<file path="config.mk">
export PLATFORM = sky130hd
export DESIGN_NAME = scsi_intr_seq
export DESIGN_NICKNAME = d
export VERILOG_FILES = /design/src/verilog/scsi_intr_pkg.sv /design/src/verilog/scsi_intr_seq.sv /design/src/verilog/sync_pacer.sv
export VERILOG_INCLUDE_DIRS = /design/src /design/src/verilog
export SDC_FILE = /design/constraint.sdc
export NUM_CORES = 1
export LEC_CHECK = 0
export ABC_CLOCK_PERIOD_IN_PS = 2000
export BUFFER_PORTS_ARGS = -buffer_cell sky130_fd_sc_hd__buf_2
export CORE_MARGIN = 4
export CORE_UTILIZATION = 44
export DETAILED_ROUTE_END_ITERATION = 7
export PLACE_DENSITY_LB_ADDON = 0.08
export SLEW_MARGIN = 20
export SYNTH_ARGS = -nofsm -noshare
export SYNTH_HDL_FRONTEND = slang
export SYNTH_SLANG_ARGS = --single-unit
export TNS_END_PERCENT = 30
</file>
<file path="constraint.sdc">
create_clock -name CORE_CLK -period 2 [get_ports CORE_CLK]
set_input_delay 0 -clock CORE_CLK [delete_from_list [all_inputs] [get_ports CORE_CLK]]
set_output_delay 0 -clock CORE_CLK [all_outputs]
set_load 0.02 [all_outputs]
</file>
<file path="src/verilog/scsi_intr_map.svh">
`ifndef SCSI_INTR_MAP_SVH
`define SCSI_INTR_MAP_SVH

// Register indices, taken from address bits 5:2
`define REG_CAUSE_RD 4'h5
`define REG_TIMEOUT_WR 4'h5
`define REG_STEP_RD 4'h6
`define REG_PERIOD_WR 4'h6
`define REG_OFFSET_WR 4'h7

// Interrupt cause bit positions
`define CAUSE_BUS_RESET_BIT 7
`define CAUSE_ILLEGAL_BIT 6
`define CAUSE_DISCONNECT_BIT 5
`define CAUSE_SERVICE_BIT 4
`define CAUSE_FUNC_DONE_BIT 3
`define CAUSE_RESELECTED_BIT 2
`define CAUSE_SEL_ATN_BIT 1
`define CAUSE_SELECTED_BIT 0

// Composite cause codes reported by sequences
`define CAUSE_NONE 8'h00
`define CAUSE_SEL_TIMEOUT 8'h20
`define CAUSE_STOPPED 8'h18
`define CAUSE_DISC_DONE 8'h28
`define CAUSE_TGT_SEL 8'h01
`define CAUSE_TGT_SEL_ATN 8'h02
`define CAUSE_TGT_CMD 8'h08
`define CAUSE_ATN_SEEN 8'h10

// Sequence step codes
`define STEP_0 3'h0
`define STEP_1 3'h1
`define STEP_2 3'h2
`define STEP_3 3'h3
`define STEP_4 3'h4

// Reset values
`define PERIOD_RST 5'h05
`define TIMEOUT_RST 8'h00
`define OFFSET_RST 4'h0

// Period code mapping
`define PERIOD_LOW_CODES 5'h04
`define PERIOD_WRAP_BASE 6'h20
`define PERIOD_MIN 6'h05

// Selection timeout unit and clock
`define CLK_PERIOD_NS 100
`define SEL_TICK_NS 800
`define SEL_TICK_CYC ((`SEL_TICK_NS + `CLK_PERIOD_NS - 1) / `CLK_PERIOD_NS)
`define SEL_ZERO_TICKS 9'h100

`endif

</file>
<file path="src/verilog/scsi_intr_pkg.sv">
package scsi_intr_pkg;

  typedef enum logic [3:0] {
    K_SEL_ATN_STOP = 4'h0,
    K_SEL_NOATN = 4'h1,
    K_SEL_ATN = 4'h2,
    K_SEL_SELECT_THREE_MESSAGE_BYTES = 4'h3,
    K_TGT_SEL_NOATN = 4'h4,
    K_TGT_SEL_ATN = 4'h5,
    K_TGT_RCV_CMD = 4'h6,
    K_TGT_DISC = 4'h7,
    K_TGT_TERM = 4'h8,
    K_TGT_CMD_CMPL = 4'h9
  } seq_kind_e;

  typedef enum logic [2:0] {
    O_TIMEOUT = 3'h0,
    O_EARLY = 3'h1,
    O_MID = 3'h2,
    O_NO_CMD = 3'h3,
    O_CMD_SHORT = 3'h4,
    O_DONE = 3'h5
  } seq_outcome_e;

  typedef enum logic [1:0] {
    T_IDLE = 2'b01,
    T_RUN = 2'b10
  } sel_timer_e;

  typedef struct packed {
    logic [7:0] cause;
    logic [2:0] step;
    logic sint;
    logic irq;
    logic [7:0] timeout;
    logic [4:0] period;
    logic [3:0] offset;
    logic [7:0] rdata;
    logic idle;
    logic tmo;
    sel_timer_e tstate;
    logic [11:0] tcnt;
  } ctl_s;

  typedef struct packed {
    logic [5:0] gap;
    logic [4:0] outst;
    logic tx;
    logic rx_ack;
    logic hit;
  } pacer_s;

endpackage : scsi_intr_pkg

</file>
<file path="src/verilog/scsi_intr_seq.sv">
// Behaviour
// RQ1 - Cause read clears cause, step, interrupt
// RQ2 - Bus reset sets bit 7 if reporting
// RQ3 - Illegal command code sets bit 6
// RQ4 - Disconnect or selection timeout sets bit 5
// RQ5 - ATN or phase request sets bit 4
// RQ6 - Function complete sets bit 3
// RQ7 - Reselected bit 2, selected bits 1/0
// RQ8 - Software reads step before cause
// RQ9 - Write-only selection timeout register
// RQ10 - Step register: substep, offset-limit bit
// RQ11 - Select-with-ATN-and-stop outcome codes
// RQ12 - Select-without-ATN outcome codes
// RQ13 - Select-with-ATN outcome codes
// RQ14 - Three-message-byte select outcome codes
// RQ15 - Target selected without ATN codes
// RQ16 - Target selected with ATN codes
// RQ17 - Target receive-command outcome codes
// RQ18 - Target disconnect outcome codes
// RQ19 - Terminate and command-complete outcome codes
// RQ20 - Period register sets REQ/ACK spacing
// RQ21 - Period code to clock mapping
// RQ22 - Offset register limits outstanding REQ/ACK
// RQ23 - Unreported bus reset goes idle quietly
// RQ24 - Status interrupt flag cleared by read
// RQ25 - Interrupt output held until cause read
`timescale 1ns/1ps
`include "scsi_intr_map.svh"

module scsi_intr_seq
  import scsi_intr_pkg::*;
(
  input wire logic CORE_CLK,
  input wire logic RST_N,
  input wire logic [3:0] ADDR,
  input wire logic RD,
  input wire logic WR,
  input wire logic [7:0] WDATA,
  output logic [7:0] RDATA,
  input wire logic RESET_REPORT_OFF,
  input wire logic SCSI_RESET_SEEN,
  input wire logic ILLEGAL_CMD,
  input wire logic DISCONNECTED,
  input wire logic BUS_SERVICE,
  input wire logic FUNC_DONE,
  input wire logic RESELECTED,
  input wire logic SEQ_END,
  input wire logic [3:0] SEQ_KIND,
  input wire logic [2:0] SEQ_OUTCOME,
  input wire logic SEQ_ATN,
  input wire logic SEL_START,
  input wire logic SEL_ANSWER,
  input wire logic TX_WANT,
  input wire logic ACK_SEEN,
  input wire logic FIFO_POP,
  output logic INT_REQ,
  output logic STATUS_INT,
  output logic GO_IDLE,
  output logic SEL_TIMEOUT,
  output logic TX_STROBE,
  output logic RX_ACK
);

  logic rst_meta_q;
  logic rst_sync_q;
  ctl_s st_q;
  ctl_s st_d;
  logic limit_hit;
  logic rd_cause;
  logic [7:0] set_bits;
  logic [10:0] report;
  logic [8:0] ticks;
  logic bus_reset_quiet;

  // Reset release through two flops; assertion stays asynchronous
  always_ff @(posedge CORE_CLK or negedge RST_N)
  begin
    if (!RST_N)
    begin
      rst_meta_q <= 1'b0;
      rst_sync_q <= 1'b0;
    end
    else
    begin
      rst_meta_q <= 1'b1;
      rst_sync_q <= rst_meta_q;
    end
  end

  // Sequence outcome to {step, cause}; unknown kinds report nothing
  function automatic logic [10:0] seq_report(logic [3:0] kind, logic [2:0] outc, logic atn);
    logic [2:0] s;
    logic [7:0] c;
    logic [7:0] atn_bit;
    s = `STEP_0;
    c = `CAUSE_NONE;
    atn_bit = atn ? `CAUSE_ATN_SEEN : `CAUSE_NONE;
    unique case (kind)
      K_SEL_ATN_STOP, K_SEL_NOATN, K_SEL_ATN, K_SEL_SELECT_THREE_MESSAGE_BYTES:
      begin
        c = (outc == O_TIMEOUT) ? `CAUSE_SEL_TIMEOUT : `CAUSE_STOPPED; // [RQ11] [RQ12]
        unique case (outc)
          O_TIMEOUT: s = `STEP_0; // [RQ11] [RQ12]
          // Without ATN there is no message phase, so an early stop is step 2
          O_EARLY: s = (kind == K_SEL_NOATN) ? `STEP_2 : `STEP_0; // [RQ11] [RQ12]
          // Stop variant holds ATN after one byte; others stop after message-out
          O_MID: s = (kind == K_SEL_ATN_STOP) ? `STEP_1 : `STEP_2; // [RQ11] [RQ13] [RQ14]
          O_NO_CMD: s = `STEP_2; // [RQ12] [RQ13] [RQ14]
          O_CMD_SHORT: s = `STEP_3; // [RQ12] [RQ13] [RQ14]
          O_DONE: s = (kind == K_SEL_ATN_STOP) ? `STEP_1 : `STEP_4; // [RQ11] [RQ12] [RQ13]
          default:
          begin
            s = `STEP_0;
            c = `CAUSE_NONE;
          end
        endcase
      end
      K_TGT_SEL_NOATN, K_TGT_SEL_ATN:
      begin
        c = ((kind == K_TGT_SEL_ATN) ? `CAUSE_TGT_SEL_ATN : `CAUSE_TGT_SEL) | atn_bit; // [RQ15] [RQ16]
        unique case (outc)
          O_EARLY: s = `STEP_0; // [RQ15] [RQ16]
          O_MID: s = `STEP_1; // [RQ15] [RQ16]
          default: s = `STEP_2; // [RQ15] [RQ16]
        endcase
      end
      K_TGT_RCV_CMD:
      begin
        c = `CAUSE_TGT_CMD | atn_bit; // [RQ17]
        s = (outc == O_DONE) ? `STEP_2 : `STEP_1; // [RQ17]
      end
      K_TGT_DISC, K_TGT_TERM, K_TGT_CMD_CMPL:
      begin
        unique case (outc)
          O_EARLY:
          begin
            s = `STEP_0;
            c = `CAUSE_STOPPED; // [RQ18] [RQ19]
          end
          O_DONE:
          begin
            s = `STEP_2;
            c = `CAUSE_DISC_DONE; // [RQ18] [RQ19]
          end
          default:
          begin
            s = `STEP_1;
            c = `CAUSE_STOPPED; // [RQ18] [RQ19]
          end
        endcase
      end
      default:
      begin
        s = `STEP_0;
        c = `CAUSE_NONE;
      end
    endcase
    return {s, c};
  endfunction : seq_report

  // Register file, event capture and selection timer
  always_comb
  begin
    st_d = st_q;
    st_d.tmo = 1'b0;
    st_d.idle = 1'b0;
    set_bits = `CAUSE_NONE;
    report = seq_report(SEQ_KIND, SEQ_OUTCOME, SEQ_ATN);
    rd_cause = RD && (ADDR == `REG_CAUSE_RD);
    bus_reset_quiet = SCSI_RESET_SEEN && RESET_REPORT_OFF;
    ticks = (st_q.timeout == 8'h00) ? `SEL_ZERO_TICKS : {1'b0, st_q.timeout};

    // Read data is latched one cycle after the strobe; unmapped reads give zero
    if (RD)
    begin
      if (ADDR == `REG_CAUSE_RD)
        st_d.rdata = st_q.cause;
      else if (ADDR == `REG_STEP_RD)
        st_d.rdata = {4'h0, limit_hit, st_q.step}; // [RQ10]
      else
        st_d.rdata = 8'h00;
    end

    // Software reads step first, because this read wipes it [RQ8]
    if (rd_cause && st_q.sint)
    begin
      st_d.cause = `CAUSE_NONE; // [RQ1]
      st_d.step = `STEP_0; // [RQ1]
      st_d.sint = 1'b0; // [RQ24]
      st_d.irq = 1'b0; // [RQ1]
    end

    // Timeout and period writes share indices with the cause and step reads; offset has its own
    if (WR)
    begin
      if (ADDR == `REG_TIMEOUT_WR)
        st_d.timeout = WDATA; // [RQ9]
      else if (ADDR == `REG_PERIOD_WR)
        st_d.period = WDATA[4:0]; // [RQ20]
      else if (ADDR == `REG_OFFSET_WR)
        st_d.offset = WDATA[3:0]; // [RQ22]
    end

    // Selection wait; a quiet bus reset kills it so no timeout follows
    unique case (st_q.tstate)
      T_IDLE:
      begin
        if (SEL_START && !bus_reset_quiet)
        begin
          st_d.tstate = T_RUN;
          st_d.tcnt = 12'(ticks) * 12'(`SEL_TICK_CYC); // [RQ9]
        end
      end
      T_RUN:
      begin
        if (SEL_ANSWER || SCSI_RESET_SEEN)
          st_d.tstate = T_IDLE; // [RQ23]
        else if (st_q.tcnt <= 12'h001)
        begin
          st_d.tstate = T_IDLE;
          st_d.tmo = 1'b1; // [RQ9]
        end
        else
          st_d.tcnt = st_q.tcnt - 12'h001;
      end
      default: st_d.tstate = T_IDLE;
    endcase

    // Quiet reset disconnects and idles without any cause bit
    if (bus_reset_quiet)
      st_d.idle = 1'b1; // [RQ23]
    if (SCSI_RESET_SEEN && !RESET_REPORT_OFF)
      set_bits[`CAUSE_BUS_RESET_BIT] = 1'b1; // [RQ2]
    if (ILLEGAL_CMD)
      set_bits[`CAUSE_ILLEGAL_BIT] = 1'b1; // [RQ3]
    if (DISCONNECTED)
      set_bits[`CAUSE_DISCONNECT_BIT] = 1'b1; // [RQ4]
    if (BUS_SERVICE)
      set_bits[`CAUSE_SERVICE_BIT] = 1'b1; // [RQ5]
    if (FUNC_DONE)
      set_bits[`CAUSE_FUNC_DONE_BIT] = 1'b1; // [RQ6]
    if (RESELECTED)
      set_bits[`CAUSE_RESELECTED_BIT] = 1'b1; // [RQ7]
    if (st_q.tmo)
    begin
      set_bits = set_bits | `CAUSE_SEL_TIMEOUT; // [RQ4] [RQ11]
      st_d.step = `STEP_0; // [RQ12]
    end
    if (SEQ_END)
    begin
      set_bits = set_bits | report[7:0]; // [RQ7] [RQ15] [RQ16]
      st_d.step = report[10:8]; // [RQ10]
    end

    // New events win over a clearing read in the same cycle
    if (set_bits != `CAUSE_NONE)
    begin
      st_d.cause = st_d.cause | set_bits;
      st_d.sint = 1'b1;
      st_d.irq = 1'b1; // [RQ25]
    end
  end

  always_ff @(posedge CORE_CLK or negedge rst_sync_q)
  begin
    if (!rst_sync_q)
    begin
      st_q <= '0;
      st_q.period <= `PERIOD_RST; // [RQ20]
      st_q.timeout <= `TIMEOUT_RST;
      st_q.offset <= `OFFSET_RST;
      st_q.tstate <= T_IDLE;
    end
    else
      st_q <= st_d;
  end

  // REQ/ACK spacing and offset tracking
  sync_pacer u_pacer (
    .clk(CORE_CLK),
    .rst_n(rst_sync_q),
    .period_code(st_q.period),
    .offset_lim(st_q.offset),
    .tx_want(TX_WANT),
    .ack_seen(ACK_SEEN),
    .fifo_pop(FIFO_POP),
    .tx_strobe(TX_STROBE),
    .rx_ack(RX_ACK),
    .limit_hit(limit_hit)
  );

  assign RDATA = st_q.rdata;
  assign INT_REQ = st_q.irq;
  assign STATUS_INT = st_q.sint;
  assign GO_IDLE = st_q.idle;
  assign SEL_TIMEOUT = st_q.tmo;

endmodule : scsi_intr_seq

</file>
<file path="src/verilog/sync_pacer.sv">
`timescale 1ns/1ps
`include "scsi_intr_map.svh"

module sync_pacer
  import scsi_intr_pkg::*;
(
  input wire logic clk,
  input wire logic rst_n,
  input wire logic [4:0] period_code,
  input wire logic [3:0] offset_lim,
  input wire logic tx_want,
  input wire logic ack_seen,
  input wire logic fifo_pop,
  output logic tx_strobe,
  output logic rx_ack,
  output logic limit_hit
);

  pacer_s p_q;
  pacer_s p_d;
  logic [5:0] spacing;
  logic [4:0] lim;
  logic go;

  // Code to clock periods: low four codes wrap above 31, 4 and 5 both give 5
  function automatic logic [5:0] period_cycles(logic [4:0] code);
    logic [5:0] r;
    r = {1'b0, code};
    if (code < `PERIOD_LOW_CODES)
      r = `PERIOD_WRAP_BASE + {1'b0, code}; // [RQ21]
    else if (code == `PERIOD_LOW_CODES)
      r = `PERIOD_MIN; // [RQ21]
    return r;
  endfunction : period_cycles

  // Pacing and offset bookkeeping
  always_comb
  begin
    p_d = p_q;
    p_d.tx = 1'b0;
    spacing = period_cycles(period_code);
    // Offset zero is interlocked: only one pulse may be outstanding
    lim = (offset_lim == 4'h0) ? 5'h01 : {1'b0, offset_lim}; // [RQ22]
    if (p_q.gap != 6'h00)
      p_d.gap = p_q.gap - 6'h01;
    go = tx_want && (p_q.gap == 6'h00) && (p_q.outst < lim); // [RQ20] [RQ22]
    if (go)
    begin
      p_d.tx = 1'b1;
      p_d.gap = spacing - 6'h01; // [RQ20]
    end
    // Each ACK received frees one slot for the next byte
    if (go && !(ack_seen && p_q.outst != 5'h00))
      p_d.outst = p_q.outst + 5'h01;
    else if (!go && ack_seen && p_q.outst != 5'h00)
      p_d.outst = p_q.outst - 5'h01; // [RQ22]
    p_d.hit = (offset_lim != 4'h0) && (p_d.outst >= lim); // [RQ10] [RQ22]
    p_d.rx_ack = fifo_pop && (offset_lim != 4'h0); // [RQ22]
  end

  always_ff @(posedge clk or negedge rst_n)
  begin
    if (!rst_n)
      p_q <= '0;
    else
      p_q <= p_d;
  end

  assign tx_strobe = p_q.tx;
  assign rx_ack = p_q.rx_ack;
  assign limit_hit = p_q.hit;

endmodule : sync_pacer

</file>
==> run summary, run 1 <==
Pwr/cell area: 1060 nW/um^2
First-pass GRT wire length: 15.1 mm
Seq/Total Area, Yosys: 0.453
Area grow syn2layout: 30.4%
Starting Density: 0.458
CORE AREA: 8340 sq um
Post-placement cell count: 567
# fillers: 750
Max Fclk: 385 MHz
Routed vias/inst: 5.33
Power Internal: 3.44 mW
Combinational power share: 0.412
Yosys reg bits: 69
Number of global-route vias before repair: 3,132
Min-Delay Path Class: in2reg
Wirelength per Cell: 15.0 microns
# setup viols final: 4
Setup WS post-layout: -0.598 ns
Place WS: -0.653 ns
Via count: 3,259
Hold Crit Start: SCSI_RESET_SEEN
Sw frac: 0.351
Chip height: 101 microns
Sequential power share: 0.373
Drt first pass iters: 4
Hold Slack: 0.0284 ns
Hold path cells: 4
Tot GR Track Use: 0.183
Fin area: 4980 sq um
Max-cap violations: 0
Worst path required time: 2.23 ns
Post-synth cell types: 69
Clk_lat worst skew: 0.34 ns
Net Count, Synth: 442
H-tree levels: 3
Detail Placement HPWL: 6.41 mm
# DRC: 0
Critical path fanouts, max: 5
Final Util: 0.597
CTS tree: done
Final std cells w/o fill: 611
Final wirelength: 9.17 mm
Reg2reg setup slack: -0.60 ns
Syn Inst Count: 393
Total gr overflow: 0
Clock transition at path regs: 0.08 ns
Synth Warn #: 0
Clock tree buffer depth: 2
Post-synth ARST share: 1.00
CTS Buf Count: 9
Number of buffers added on ports: 50
Final Total Pwr: 5.30 mW
Final Net Count: 550
Worst R2R End: u_pacer.limit_hit$_DFF_PN0_
CP Class: reg2reg
Pin count of the biggest net entering global routing: 68
Die width: 101 microns
Mapped Area: 3820 sq um
RSZ-0062 raised after global routing: yes
Cell Rows: 33
Setup TNS: -1.12 ns
Hold Path End: st_q[0]$_DFFE_PN0P_
Antenna Cells: 0
Worst-Margin Slew: 0.701 ns
Syn Area/Cell: 9.71 sq um
Period Utilization, post-route: 1.30
Detailed Route Iter0 Violations: 112
CTS sink count: 69
Max VDD drop: 728 uV
Die area: 10,200 sq um
Static leakage: 2.20 nW
RR Startpoint: st_q[26]$_DFFE_PN0P_
Share of cells above drive strength 1: 0.326
Commonest non-fill, non-tap cell in the layout: dfrtp_1
Status: complete, but fails checks
Register area: 1730 sq um
Relative slew slack: 0.526
Number of synthesized flops with an enable pin: 0
CTS Root Cell: clkbuf_8
Count of final hold-check violations: 0
Critical path arrival: 2.82 ns
Clock share of power: 0.215
Failing checks: setup timing
CP Launch Type: flip-flop
Slew Limit Fails: 0
Post-route ant nets: 0
# IOs: 51
Commonest cells after routing, fill and taps aside: 63 x dfrtp_1, 50 x buf_2, 44 x buf_4
Initial antenna violation count: 0
Switching pwr: 1.86 mW
Post-DP Area: 4400 sq um
Type of destination of the critical path: flip-flop
Clock skew: 0.00837 ns
Synth Flop Type: dfrtp_1
Number of cells on the worst reg-to-reg path: 11
Final GP Congestion: 0.899
Post-layout min period: 2.60 ns
Multi-input logic area: 1990 sq um
## registers in the layout, summed over array words and instances, names as in the netlist
register	cells
GO_IDLE	1
RDATA	8
SEL_TIMEOUT	1
STATUS_INT	1
rst_meta_q	1
rst_sync_q	1
st_q	42
u_pacer.limit_hit	1
u_pacer.p_q	11
u_pacer.rx_ack	1
u_pacer.tx_strobe	1
## cell type report
type,count,share of cell area
multi-input combinational,279,0.400
sequential,69,0.348
timing repair buffer,119,0.169
clock buffer,12,0.0292
tap,105,0.0264
inverter,23,0.0173
clock inverter,4,0.00955
## synth_stat cells (all sizes together), types with 4 or more instances
library cell	number	area, sq um
dfrtp	66	1650
nand2	39	146
o21ai	32	164
a21oi	27	135
inv	23	86.3
nor2	23	86.3
mux2	17	191
nor4	13	103
buf	12	88.8
ha	12	150
clkbuf	10	37.5
nand3	9	45.0
nor2b	8	50.1
nor3	8	62.6
nand2b	7	51.3
a21o	5	37.5
a22oi	5	37.5
a31oi	5	31.3
nor3b	5	37.5
or3	5	36.3
a211oi	4	42.5
## layer usage
| metal | vias up | routed length, microns | GRT usage |
|---|---|---|---|
| met4 | 0 | 110 | 0.0603 |
| met2 | 65 | 4310 | 0.281 |
| met3 | 9 | 297 | 0.0296 |
| met5 | - | 0 | 0 |
| met1 | 1546 | 4450 | 0.266 |
| li1 | 1639 | - | - |
## cell families after synthesis
logic type	Yosys count	synth area share
and+or+nand+nor	134	0.194
AOI/OAI and AO/OA	106	0.182
DFF	69	0.453
buffers and inverters	45	0.0557
muxes	20	0.0580
adders and majority gates	13	0.0420
xor gates and xnor gates	5	0.0134
other	1	0.000982
## power groups by stage
stage	Combinational [mW]	Clock, mW	Sequential, mW
final	2.18	1.14	1.98
after global routing	2.43	1.24	2.02
after CTS	1.98	1.18	1.96
after detailed placement	1.88	0	1.98
after global placement	1.87	0	1.98
after floorplan	1.12	0	1.99
## timing repair
action	in CTS	in global routing
gates resized for setup	6	19
setup buffers	0	5
hold buffers	23	0
pin swaps	1	9
gates cloned	0	0
endpoints found under the hold margin	39	0
setup endpoints to repair	6	11
## worst max path at each step
| stage | startpoint | endpoint | slack (ns) | cells past startpoint |
|---|---|---|---|---|
| floorplan | u_pacer.p_q[3]$_DFF_PN0_ | u_pacer.limit_hit$_DFF_PN0_ | -0.49 | 11 |
| global placement | u_pacer.p_q[4]$_DFF_PN0_ | u_pacer.limit_hit$_DFF_PN0_ | -0.55 | 11 |
| detailed placement | u_pacer.p_q[4]$_DFF_PN0_ | u_pacer.limit_hit$_DFF_PN0_ | -0.65 | 11 |
| CTS | u_pacer.p_q[4]$_DFF_PN0_ | u_pacer.limit_hit$_DFF_PN0_ | -0.58 | 11 |
| global route | st_q[25]$_DFFE_PN0P_ | u_pacer.limit_hit$_DFF_PN0_ | -0.76 | 12 |
| finish | st_q[26]$_DFFE_PN0P_ | u_pacer.limit_hit$_DFF_PN0_ | -0.60 | 11 |
## worst max-delay path, cell delays in order (launching register included)
cell	delay (ns)
dfrtp_1	0.41
inv_2	0.08
ha_4	0.27
nand4b_1	0.14
a211oi_4	0.30
nor3_4	0.10
maj3_2	0.30
a22o_1	0.22
ha_1	0.28
a21oi_1	0.15
o21ai_1	0.08
o22a_1	0.15
Note: power is estimated with default switching activity, not from simulation.
==> inputs of run 2 (changes only) <==
--- a/config.mk
+++ b/config.mk
@@ -10,6 +10,7 @@
 export BUFFER_PORTS_ARGS = -buffer_cell sky130_fd_sc_hd__buf_2
 export CORE_MARGIN = 4
 export CORE_UTILIZATION = 44
+export CTS_BUF_LIST = sky130_fd_sc_hd__clkbuf_4
 export DETAILED_ROUTE_END_ITERATION = 7
 export PLACE_DENSITY_LB_ADDON = 0.08
 export SLEW_MARGIN = 20
==> run summary, run 2 (same netlist as run 1, synthesis figures left out) <==
Status: complete, but fails checks
Drt first pass iters: 4 (unchanged)
Initial antenna violation count: 0 (unchanged)
Routed vias/inst: 5.37 (+0.76%)
Hold path cells: 3 (-1)
CORE AREA: 8340 sq um (unchanged)
RSZ-0062 raised after global routing: yes
Number of global-route vias before repair: 3,142 (+0.32%)
Worst R2R End: u_pacer.limit_hit$_DFF_PN0_
Clock transition at path regs: 0.12 ns (+0.04 ns)
Clk_lat worst skew: 0.39 ns (+0.05 ns)
Die width: 101 microns (unchanged)
Pin count of the biggest net entering global routing: 68 (unchanged)
Antenna Cells: 0 (unchanged)
# setup viols final: 7 (+3)
Final GP Congestion: 0.899 (unchanged)
Place WS: -0.653 ns (unchanged)
Max Fclk: 386 MHz (+0.30%)
Number of buffers added on ports: 50 (unchanged)
Detailed Route Iter0 Violations: 124 (+11%)
Register area: 1730 sq um (-0.14%)
Commonest cells after routing, fill and taps aside: 65 x dfrtp_1, 50 x buf_2, 47 x buf_4
Clock skew: 0.0111 ns (+0.00271 ns)
Final std cells w/o fill: 620 (+1.5%)
Pwr/cell area: 1030 nW/um^2 (-3.6%)
Post-route ant nets: 0 (unchanged)
Failing checks: setup timing
# DRC: 0 (unchanged)
Critical path arrival: 2.88 ns (+0.06 ns)
Share of cells above drive strength 1: 0.334 (+0.00789)
CTS sink count: 69 (unchanged)
CTS tree: done
Multi-input logic area: 2020 sq um (+1.4%)
Worst-Margin Slew: 0.676 ns (-0.0253 ns)
Final wirelength: 9.31 mm (+1.6%)
Post-DP Area: 4400 sq um (unchanged)
Min-Delay Path Class: in2reg
Period Utilization, post-route: 1.30 (-0.00391)
Detail Placement HPWL: 6.41 mm (unchanged)
CTS Buf Count: 9 (unchanged)
Max-cap violations: 0 (unchanged)
Worst path required time: 2.29 ns (+0.06 ns)
Total gr overflow: 0 (unchanged)
Setup WS post-layout: -0.590 ns (+0.00782 ns)
Top reg by flops: st_q
Area grow syn2layout: 31.7%
Max VDD drop: 722 uV (-0.80%)
CP Launch Type: flip-flop
RR Startpoint: st_q[26]$_DFFE_PN0P_
Starting Density: 0.458 (unchanged)
Setup TNS: -1.26 ns (-0.134 ns)
Final Net Count: 559 (+1.6%)
Count of final hold-check violations: 0 (unchanged)
Via count: 3,332 (+2.2%)
Reg2reg setup slack: -0.59 ns (about the same)
Post-placement cell count: 567 (unchanged)
Hold Crit Start: SEQ_KIND[3]
Final Total Pwr: 5.16 mW (-2.6%)
Relative slew slack: 0.544 (+0.0171)
H-tree levels: 3 (unchanged)
Cell Rows: 33 (unchanged)
# IOs: 51 (unchanged)
Commonest non-fill, non-tap cell in the layout: dfrtp_1
Post-layout min period: 2.59 ns (-0.00782 ns)
CTS Root Cell: clkbuf_4
CP Class: reg2reg
Clock tree buffer depth: 2 (unchanged)
Critical path fanouts, max: 5 (unchanged)
Slew Limit Fails: 0 (unchanged)
Tot GR Track Use: 0.185 (+0.00203)
Static leakage: 2.22 nW (+1.0%)
Wirelength per Cell: 15.0 microns (about the same)
Type of destination of the critical path: flip-flop
Largest register FFs: 42 (unchanged)
Number of cells on the worst reg-to-reg path: 12 (+1)
Fin area: 5030 sq um (+0.98%)
First-pass GRT wire length: 15.2 mm (+0.69%)
Hold Path End: st_q[43]$_DFFE_PN0P_
Chip height: 101 microns (unchanged)
Die area: 10,200 sq um (unchanged)
# fillers: 744 (-0.80%)
[run 2: worst max path at each step]
| stage | slack, ns | endpoint | cells past startpoint | from |
|---|---|---|---|---|
| 5_1_grt | -0.74 | u_pacer.limit_hit$_DFF_PN0_ | 12 | st_q[26]$_DFFE_PN0P_ |
| 6_report | -0.59 | u_pacer.limit_hit$_DFF_PN0_ | 12 | st_q[26]$_DFFE_PN0P_ |
| 3_3_place_gp | -0.55 | u_pacer.limit_hit$_DFF_PN0_ | 11 | u_pacer.p_q[4]$_DFF_PN0_ |
| 3_5_place_dp | -0.65 | u_pacer.limit_hit$_DFF_PN0_ | 11 | u_pacer.p_q[4]$_DFF_PN0_ |
| 4_1_cts | -0.56 | u_pacer.limit_hit$_DFF_PN0_ | 11 | u_pacer.p_q[4]$_DFF_PN0_ |
| 2_1_floorplan | -0.49 | u_pacer.limit_hit$_DFF_PN0_ | 11 | u_pacer.p_q[3]$_DFF_PN0_ |
[run 2: what timing repair did]
item / in CTS / in global routing
hold buffers: 29 / 0
setup buffers: 1 / 7
pin swaps: 0 / 8
gates resized for setup: 6 / 22
endpoints found under the setup margin: 6 / 11
hold endpoints to repair: 46 / 0
[run 2: final cells by class]
type / count / share of cell area
multi-input combinational: 279 / 0.402
timing repair buffer: 128 / 0.184
tap: 105 / 0.0261
clock inverter: 5 / 0.0102
sequential: 69 / 0.344
inverter: 23 / 0.0172
clock buffer: 11 / 0.0164
[run 2: metrics by stage]
stage,utilization,hold slack [ns]
finish,0.603,0.0360
detailed placement,0.528,-0.214
CTS,0.583,0.00965
global placement,0.528,-0.215
floorplan,-,-0.296
global route,0.603,0.0111
[run 2: critical path: stages, from the launching register on]
cell	delay, ns
dfrtp_1	0.43
buf_4	0.15
nor4_2	0.25
buf_4	0.15
a211oi_4	0.04
nor3_4	0.33
buf_4	0.20
mux2i_2	0.22
xor2_1	0.20
ha_1	0.25
nand2_1	0.06
o21ai_1	0.05
o22a_1	0.15
[run 2: routing by layer]
metal	share of wire	wire length [microns]	GRT usage	vias up
li1	-	-	-	1646
met1	0.47	4380	0.267	1598
met2	0.48	4470	0.287	81
met3	0.040	375	0.0379	7
met4	0.0088	82	0.0481	0
met5	0	0	0	-
[run 2: report_power, final]
part	switching (mW)	leakage, nW	internal, mW
sequential	0.283	0.836	1.69
combinational	1.08	1.31	1.20
clock	0.500	0.0743	0.402
